`config.mk`:
```
export PLATFORM = sky130hd
export DESIGN_NAME = sst_transmitter
export DESIGN_NICKNAME = d
export VERILOG_FILES = /design/src/core/sst_transmitter.v
export VERILOG_INCLUDE_DIRS = /design/src /design/src/core
export SDC_FILE = /design/constraint.sdc
export NUM_CORES = 1
export LEC_CHECK = 0
export BUFFER_PORTS_ARGS = -buffer_cell sky130_fd_sc_hd__buf_4
export CAP_MARGIN = 10
export CORE_ASPECT_RATIO = 0.8
export CORE_MARGIN = 10
export CORE_UTILIZATION = 60
export CTS_CLUSTER_DIAMETER = 40
export CTS_CLUSTER_SIZE = 20
export DETAILED_ROUTE_END_ITERATION = 10
export PLACE_DENSITY = 0.78
export SYNTH_ARGS = -nofsm -noshare
export SYNTH_HDL_FRONTEND = slang
export SYNTH_SLANG_ARGS = --single-unit
```
`constraint.sdc`:
```
create_clock -name clk_i -period 5.05 [get_ports clk_i]
set_input_delay 1.01 -clock clk_i [delete_from_list [all_inputs] [get_ports clk_i]]
set_output_delay 1.01 -clock clk_i [all_outputs]
set_load 0.01 [all_outputs]
```
`src/core/sst_map.vh`:
```
// Timing and frame constants for the start-stop character transmitter
`ifndef SST_MAP_VH
`define SST_MAP_VH
`define SST_CLK_HZ 64'd200000000
`define SST_MIN_X10 64'd600
`define SST_OPM_X10 64'd3681
`define SST_STOP_X100 32'd142
`define SST_FRAME_X100 64'd742
`define SST_PCT 32'd100
// Standard unit: one 7.42-unit frame fills one character cycle; 64 bits avoid overflow
`define SST_UNIT_CYC ((`SST_CLK_HZ * `SST_MIN_X10 * 64'd100) / (`SST_OPM_X10 * `SST_FRAME_X100))
`define SST_DIV_STD 24'h000000
`define SST_CNT_ZERO 24'h000000
`define SST_CNT_STEP 24'h000001
`define SST_FIRST_BIT 3'h0
`define SST_BIT_STEP 3'h1
`define SST_CODE_RST 5'h00
`define SST_BUF_EMPTY 2'h0
`define SST_BUF_ONE 2'h1
`define SST_BUF_FULL 2'h2
`define SST_BUF_STEP 2'h1
`define SST_CODE_W 5
`define SST_BIT_CNT_W 3
`define SST_LAST_BIT 3'h4
`define SST_DIV_W 24
`define SST_LINE_MARK 1'b1
`define SST_LINE_SPACE 1'b0
`endif

```
`src/core/sst_transmitter.v`:
```
// Start-stop five-unit character transmitter with keyboard capture
// Function
// - Key press while idle, with room in the capture buffer, starts a cycle and loads its five-bit code.
// - Captured code stays locked until the frame is fully sent.
// - Frame opens with one spacing start unit before code units.
// - Code unit is marking for a set bit, spacing for clear.
// - Five code units follow in order, first bit first.
// - Marking means closed contact, spacing means open contact.
// - After fifth code unit a marking stop element is sent.
// - After stop, cycle halts and line idles marking.
// - Idle transmitter stays stopped while start-inhibit latch is set.
// - Key held at frame end blocks new cycles until released.
// - Standard rate 368.1 frames per minute; speed scales all timing.
// - Start and code units one unit, stop 1.42 units.
`timescale 1ns/10ps
`include "sst_map.vh"
module sst_transmitter (
   input wire clk_i,
   input wire reset_i,
   input wire key_down_i,
   input wire [4:0] key_code_i,
   input wire [23:0] unit_div_i,
   input wire cap_ready_i,
   output wire cap_valid_o,
   output reg [4:0] cap_code_o,
   output reg line_mark_o,
   output reg contact_closed_o,
   output reg busy_o,
   output reg inhibit_o
);
   // Default unit length at standard speed, in clock cycles
   localparam [63:0] UNIT_STD_W = `SST_UNIT_CYC;
   localparam [63:0] STOP_STD_W = (`SST_UNIT_CYC * `SST_STOP_X100) / `SST_PCT;
   // Both standard lengths fit in the 24-bit divider width
   localparam [23:0] UNIT_STD = UNIT_STD_W[23:0];
   localparam [23:0] STOP_STD = STOP_STD_W[23:0];
   localparam [3:0] S_IDLE = 4'h1;
   localparam [3:0] S_START = 4'h2;
   localparam [3:0] S_CODE = 4'h4;
   localparam [3:0] S_STOP = 4'h8;

   // Stop element length: 1.42 of the unit, computed from the divider
   function [23:0] stop_len;
      input [23:0] unit;
      reg [31:0] prod;
      reg [31:0] quot;
      begin
         prod = {8'h00, unit} * `SST_STOP_X100;
         quot = prod / `SST_PCT;
         stop_len = quot[23:0];
      end
   endfunction

   reg key_s1_r, key_s2_r;
   reg [4:0] code_s1_r, code_s2_r;
   reg key_prev_r;
   reg [3:0] state_r, state_nxt;
   reg [4:0] shift_r;
   reg [2:0] bit_r;
   reg [23:0] cnt_r;
   reg [4:0] buf0_r, buf1_r;
   reg [1:0] buf_cnt_r;
   reg [4:0] buf0_nxt, buf1_nxt;
   reg [1:0] buf_cnt_nxt;
   wire [23:0] unit_len;
   wire [23:0] stop_cyc;
   wire unit_done;
   wire press;
   wire buf_in_ready;
   wire push;
   wire pop;
   wire code_bit;
   wire line_nxt;

   // Divider of zero falls back to standard speed
   assign unit_len = (unit_div_i == `SST_DIV_STD) ? UNIT_STD : unit_div_i;
   assign stop_cyc = (unit_div_i == `SST_DIV_STD) ? STOP_STD : stop_len(unit_div_i);
   assign press = key_s2_r & ~key_prev_r;
   assign buf_in_ready = (buf_cnt_r != `SST_BUF_FULL);
   assign unit_done = (state_r == S_STOP) ? (cnt_r >= stop_cyc - `SST_CNT_STEP)
                                          : (cnt_r >= unit_len - `SST_CNT_STEP);
   // Code bit for the next code unit: first bit after start, then one per unit
   assign code_bit = (state_r == S_START) ? shift_r[`SST_FIRST_BIT]
                   : (unit_done ? shift_r[bit_r + `SST_BIT_STEP] : shift_r[bit_r]);
   // Line level of the element that runs after the next edge
   assign line_nxt = (state_nxt == S_START) ? `SST_LINE_SPACE
                   : (state_nxt == S_CODE) ? code_bit
                   : `SST_LINE_MARK;
   // Capture only when idle, uninhibited, and buffer has room
   assign push = press & (state_r == S_IDLE) & ~inhibit_o & buf_in_ready;
   assign pop = cap_valid_o & cap_ready_i;
   assign cap_valid_o = (buf_cnt_r != `SST_BUF_EMPTY);

   // Two-flop synchronisers for the keyboard pins
   always @(posedge clk_i or posedge reset_i) begin
      if (reset_i) begin
         key_s1_r <= 1'b0;
         key_s2_r <= 1'b0;
         code_s1_r <= `SST_CODE_RST;
         code_s2_r <= `SST_CODE_RST;
         key_prev_r <= 1'b0;
      end else begin
         key_s1_r <= key_down_i;
         key_s2_r <= key_s1_r;
         code_s1_r <= key_code_i;
         code_s2_r <= code_s1_r;
         key_prev_r <= key_s2_r;
      end
   end

   // Next-state logic of the frame sequencer
   always @* begin
      state_nxt = state_r;
      case (state_r)
         S_IDLE: begin
            if (push) begin
               state_nxt = S_START;
            end
         end
         S_START: begin
            if (unit_done) begin
               state_nxt = S_CODE;
            end
         end
         S_CODE: begin
            if (unit_done && bit_r == `SST_LAST_BIT) begin
               state_nxt = S_STOP;
            end
         end
         S_STOP: begin
            if (unit_done) begin
               state_nxt = S_IDLE;
            end
         end
         default: begin
            state_nxt = S_IDLE;
         end
      endcase
   end

   // Sequencer, code holding stage, timing and line drive
   always @(posedge clk_i or posedge reset_i) begin
      if (reset_i) begin
         state_r <= S_IDLE;
         shift_r <= `SST_CODE_RST;
         bit_r <= `SST_FIRST_BIT;
         cnt_r <= `SST_CNT_ZERO;
         line_mark_o <= `SST_LINE_MARK;
         contact_closed_o <= `SST_LINE_MARK;
         busy_o <= 1'b0;
         inhibit_o <= 1'b0;
      end else begin
         state_r <= state_nxt;
         // Element timer restarts at every element boundary, also between code units
         if (state_r == S_IDLE || unit_done) begin
            cnt_r <= `SST_CNT_ZERO;
         end else begin
            cnt_r <= cnt_r + `SST_CNT_STEP;
         end
         // Code locked from start to end of frame
         if (push) begin
            shift_r <= code_s2_r;
            bit_r <= `SST_FIRST_BIT;
         end else if (state_r == S_CODE && unit_done) begin
            bit_r <= bit_r + `SST_BIT_STEP;
         end
         busy_o <= (state_nxt != S_IDLE);
         // Line level per element; the contact is closed exactly while marking
         line_mark_o <= line_nxt;
         contact_closed_o <= line_nxt;
         // Inhibit latch: set if key still held at frame end, cleared on release
         if (state_r == S_STOP && unit_done && key_s2_r) begin
            inhibit_o <= 1'b1;
         end else if (!key_s2_r) begin
            inhibit_o <= 1'b0;
         end
      end
   end

   // Next contents of the two-entry buffer; a pop moves the second entry forward
   always @* begin
      buf0_nxt = buf0_r;
      buf1_nxt = buf1_r;
      buf_cnt_nxt = buf_cnt_r;
      if (pop) begin
         buf0_nxt = buf1_r;
      end
      if (push && pop) begin
         if (buf_cnt_r == `SST_BUF_ONE) begin
            buf0_nxt = code_s2_r;
         end else begin
            buf1_nxt = code_s2_r;
         end
      end else if (push) begin
         if (buf_cnt_r == `SST_BUF_EMPTY) begin
            buf0_nxt = code_s2_r;
         end else begin
            buf1_nxt = code_s2_r;
         end
         buf_cnt_nxt = buf_cnt_r + `SST_BUF_STEP;
      end else if (pop) begin
         buf_cnt_nxt = buf_cnt_r - `SST_BUF_STEP;
      end
   end

   // Buffer storage; the output mirrors the head so data is valid with valid
   always @(posedge clk_i or posedge reset_i) begin
      if (reset_i) begin
         buf0_r <= `SST_CODE_RST;
         buf1_r <= `SST_CODE_RST;
         buf_cnt_r <= `SST_BUF_EMPTY;
         cap_code_o <= `SST_CODE_RST;
      end else begin
         buf0_r <= buf0_nxt;
         buf1_r <= buf1_nxt;
         buf_cnt_r <= buf_cnt_nxt;
         cap_code_o <= buf0_nxt;
      end
   end
endmodule // sst_transmitter

```
==> results.md, run 1 <==
* Number of global-route vias before repair at 30378
* Gr ovfl total at 109
* Post-synthesis sequential area ratio at 10.1%
* Clk sinks at 64
* Cts bufs inserted at 9
* Distinct cells, synth at 132
* GRT Resource Usage Total at 74.6%
* Seq cells post-synth at 64
* Area of the mapped netlist at 15900 um^2
* Clock root cell: clkbuf_16
* Buffer depth of the longest clock path at 2
* DP HPWL at 52100 um
* Syn Area/Cell at 7.58 um^2
* Post-synthesis async set-or-reset flop share at 100%
* Die height at 166 um
* DP Worst Slack at -18.65 ns
* First-pass GRT wire length at 197000 um
* Gate Count Post-Synth at 2100
* Ys Warns at 0
* Initial core utilization at 60.8%
* Top FF cell, synth: dfrtp_1
* Largest net degree at the start of global routing at 65
* EDFF count, synth at 0
* Post-Syn Nets at 2324
* Failing step: global routing (5_1_grt)
* H-tree levels at 3
* I/O Pins at 43
* Row count at 53
* I/O Buffers at 42
* Tool Error: [ERROR GRT-0116] Global routing finished with congestion. Check the congestion regions in the DRC Viewer.
* Die W at 202 um
* Status: stopped before the end
* Routability cong. at 1.08
## cell usage after synthesis, types with 30 or more instances
cell type / n / area [um^2]
xnor2_1: 104 / 911
xor2_1: 42 / 368
nor3_1: 81 / 405
dfrtp_1: 62 / 1550
buf_2: 31 / 155
o211ai_1: 34 / 255
a21oi_1: 131 / 656
inv_1: 117 / 439
clkbuf_1: 30 / 113
nand2_1: 212 / 796
and3_1: 30 / 188
ha_1: 151 / 1890
nor2_1: 178 / 668
o21ai_0: 96 / 480
fa_1: 40 / 801
nand3_1: 78 / 390
nand4_1: 37 / 231
## repair_timing
| item | 4_1_cts |
|---|---|
| setup endpoints to repair | 34 |
| setup buffers | 109 |
| cloned | 2 |
| hold buffers | 0 |
| gates resized for setup | 353 |
| pin swaps | 149 |
## logic make-up after synthesis
| kind of cell | after synthesis | share of synthesized area, % |
|---|---|---|
| flip-flops | 64 | 10.1 |
| XOR/XNOR | 150 | 8.44 |
| adder cells (fa/ha/maj) | 195 | 17.1 |
| multiplexers | 42 | 2.93 |
| buffers and inverters | 194 | 5.21 |
| AND/OR/NAND/NOR | 797 | 25.2 |
| AO/OA/AOI/OAI | 658 | 31.0 |
## routing by layer
metal  GRT usage, %  overflow
met4           74.8        53
met5           41.2         0
met2           86.3        50
met1           72.7         4
met3           66.5         2
## through the flow
step	hold WS, ns	instance area [um^2]	std cells	TNS [ns]	utilization (%)
after CTS	0.351	25200	3227	-592.70	96.2
after floorplan	0.331	16800	2100	-576.95	-
after detailed placement	0.337	22300	3102	-631.09	84.9
after global placement	0.336	22300	3102	-597.83	84.9
==> run 2, diff against run 1 <==
--- a/config.mk
+++ b/config.mk
@@ -8,13 +8,10 @@
 export LEC_CHECK = 0
 export BUFFER_PORTS_ARGS = -buffer_cell sky130_fd_sc_hd__buf_4
 export CAP_MARGIN = 10
-export CORE_ASPECT_RATIO = 0.8
 export CORE_MARGIN = 10
-export CORE_UTILIZATION = 60
-export CTS_CLUSTER_DIAMETER = 40
-export CTS_CLUSTER_SIZE = 20
+export CORE_UTILIZATION = 40
 export DETAILED_ROUTE_END_ITERATION = 10
-export PLACE_DENSITY = 0.78
+export PLACE_DENSITY_LB_ADDON = 0.15
 export SYNTH_ARGS = -nofsm -noshare
 export SYNTH_HDL_FRONTEND = slang
 export SYNTH_SLANG_ARGS = --single-unit
==> run 2 against run 1 <==
  * The flow now finishes, with violations (negative setup slack)
  * Synthesized cell count stayed put
  * Synthesized area stayed put
==> results.md, run 2 <==
* CP most frequent cell: buf_4
* Core box area at 39500 um^2
* Post-DRT Antenna Nets at 0
* EDFF count, synth at 0 (unchanged)
* Initial antenna violation count at 1
* RSZ-0062 raised after global routing: true
* Clock root cell: clkbuf_16 (unchanged)
* Post-synth top cells: nand2_1, nor2_1, ha_1, a21oi_1, inv_1 (unchanged)
* Final setup margin at -17.50 ns
* Post-synth top area share at 11.9% (unchanged)
* Top FF cell, synth: dfrtp_1 (unchanged)
* CP arrival at 22.80 ns
* Final layout net count at 3192
* 1st-iter DRT viols at 1829
* Syn Area/Cell at 7.58 um^2 (unchanged)
* Reg clk slew, reported paths at 0.05 ns
* Worst-Skew Late Latency at 0.33 ns
* Most common cell after layout, fill and taps aside: buf_4
* Post-synthesis async set-or-reset flop share at 100% (unchanged)
* Routed Wire Length at 64200 um
* Fmax at 44.4 MHz
* First-pass GRT wire length at 101000 um
* Slowest cell on the critical path: or4_4
* Final setup violating endpoints at 34
* Most flops, register: cnt_r
* Clk sinks at 64 (unchanged)
* Synthesis-to-finish area growth at 71.6%
* Most frequent cells in the layout: buf_4, nand2_1, nor2_1
* Most frequent cell after synthesis: nand2_1 (unchanged)
* Period utilization at 446%
* Row count at 73 (was 53)
* Failing checks: negative setup slack
* Largest net degree at the start of global routing at 65
* Final hold vios at 0
* GRT Resource Usage Total at 24.8%
* Ys Warns at 0 (unchanged)
* Critical path's largest stage delay at 0.54 ns
* Seq cells post-synth at 64 (unchanged)
* Area leader, netlist: ha_1 (unchanged)
* Status: complete, but fails checks (was stopped before the end)
* I/O Buffers at 42 (unchanged)
* Worst hold slack at 0.346 ns
* Layout cells sized above 1 at 50.1%
* Area contributors post-synth: ha_1, dfrtp_1, xnor2_1, fa_1, nand2_1 (unchanged)
* CP Data Required Time at 5.30 ns
* Distinct cells, synth at 132 (unchanged)
* Tmin final at 22.55 ns
* HP Class: reg -> reg
* Critical Path Source Type: input pin
* Worst slew pin tran at 0.838 ns
* Largest register FFs at 24
* Fillers at 2983
* TritonCTS clock tree: yes
* Post-Syn Nets at 2324 (unchanged)
* Number of global-route vias before repair at 20147
* DP HPWL at 47600 um (was 52100 um)
* Routability cong. at 0.940 (was 1.08)
* Die W at 220 um (was 202 um)
* I/O Pins at 43 (unchanged)
* Die ar. at 48200 um^2
* Clk_skew at 0.00500 ns
* Crit Path Max Fanout at 7
* Gate Count Post-Synth at 2100 (unchanged)
* Area of the mapped netlist at 15900 um^2 (unchanged)
* Routed wire per std cell at 18.4 um
* Slew Limit Headroom at 43.9%
* Post-synthesis sequential area ratio at 10.1% (unchanged)
* Critical path class: in -> reg
* Crit. End Element: register
* Buffer depth of the longest clock path at 2 (unchanged)
* Pins Over Slew Limit at 0
* First-pass detailed-route iteration total at 5
* Initial core utilization at 40.3% (was 60.8%)
* Vias at 20326
* Gr ovfl total at 0
* # Max-Cap Violations at 0
* Die height at 220 um (was 166 um)
* H-tree levels at 3 (unchanged)
* DRC at 0
* Via density at 5.81
* Cts bufs inserted at 9 (unchanged)
run 2: cell counts after synthesis:
Identical to the previous run, type by type.
run 2: kinds of logic after synthesis:
kind of cell | Yosys count | synth area share [%]
xor+xnor | 150 | 8.44
mux | 42 | 2.93
compound gates | 658 | 31.0
simple gates | 797 | 25.2
flops | 64 | 10.1
fa+ha+maj | 195 | 17.1
buf+inv | 194 | 5.21
run 2: critical path, delay by kind of cell:
family / cells / cell delay [ns]
AO/OA/AOI/OAI: 53 / 10.86
AND/OR/NAND/NOR: 26 / 3.83
buffers and inverters: 20 / 2.95
adder cells (fa/ha/maj): 8 / 2.64
multiplexers: 4 / 1.00
XOR/XNOR: 2 / 0.44
run 2: metrics by stage:
stage               area (um^2)  std cells  setup WS [ns]  setup TNS [ns]  utilization (%)
floorplan                 16800       2100         -17.11         -576.95                -
global placement          22800       3321         -18.04         -610.40             57.8
detailed placement        22800       3321         -18.42         -624.43             57.8
CTS                       26000       3445         -16.82         -568.93             65.8
global route              27300       3499         -18.44         -623.64             69.1
finish                    27300       3499         -17.50         -592.19             69.1
run 2: timing repair:
action | 4_1_cts | 5_1_grt
cloned | 4 | 0
resized for setup | 381 | 158
pin swaps | 188 | 123
setup buffers | 106 | 56
hold buffers | 0 | 0
endpoints found under the setup margin | 34 | 34
hold endpoints to repair | 0 | 0
run 2: final cells by class:
class,instances,area [um^2],area share (%)
clock inverters,6,115,0.421
clock buffers,10,239,0.874
inverters,117,468,1.71
well taps,525,657,2.40
flip-flops and latches,64,1600,5.87
multi-input cells,1846,16900,61.9
repair buffers,930,7320,26.8
diodes,1,2.50,0.00915
run 2: path summary, 6_finish.rpt:
check | cells after the start | to | slack, ns | from
max reg2reg | 27 | contact_closed_o | 0.79 | cnt_r[0]
min | 0 | code_s2_r[2] | 0.35 | code_s1_r[2]
min in group asynchronous | 3 | code_s1_r[3] | 0.91 | reset_i
max | 113 | contact_closed_o | -17.50 | unit_div_i[20]
min reg2reg | 0 | code_s2_r[2] | 0.35 | code_s1_r[2]
max in group asynchronous | 3 | cnt_r[23] | 3.60 | reset_i
run 2: metal layers:
layer	up-vias	routed length [um]	share of wire, %	global-route usage [%]
met5	-	0	0	0
met4	0	1990	3.1	7.22
met3	147	2830	4.4	2.50
met2	640	31800	50	43.8
met1	9890	27600	43	31.2
li1	9649	-	-	-
Power of run 2 is left out: the tool's default activity adds up to more than one toggle a clock period on the data nets, which glitch-free logic cannot reach.
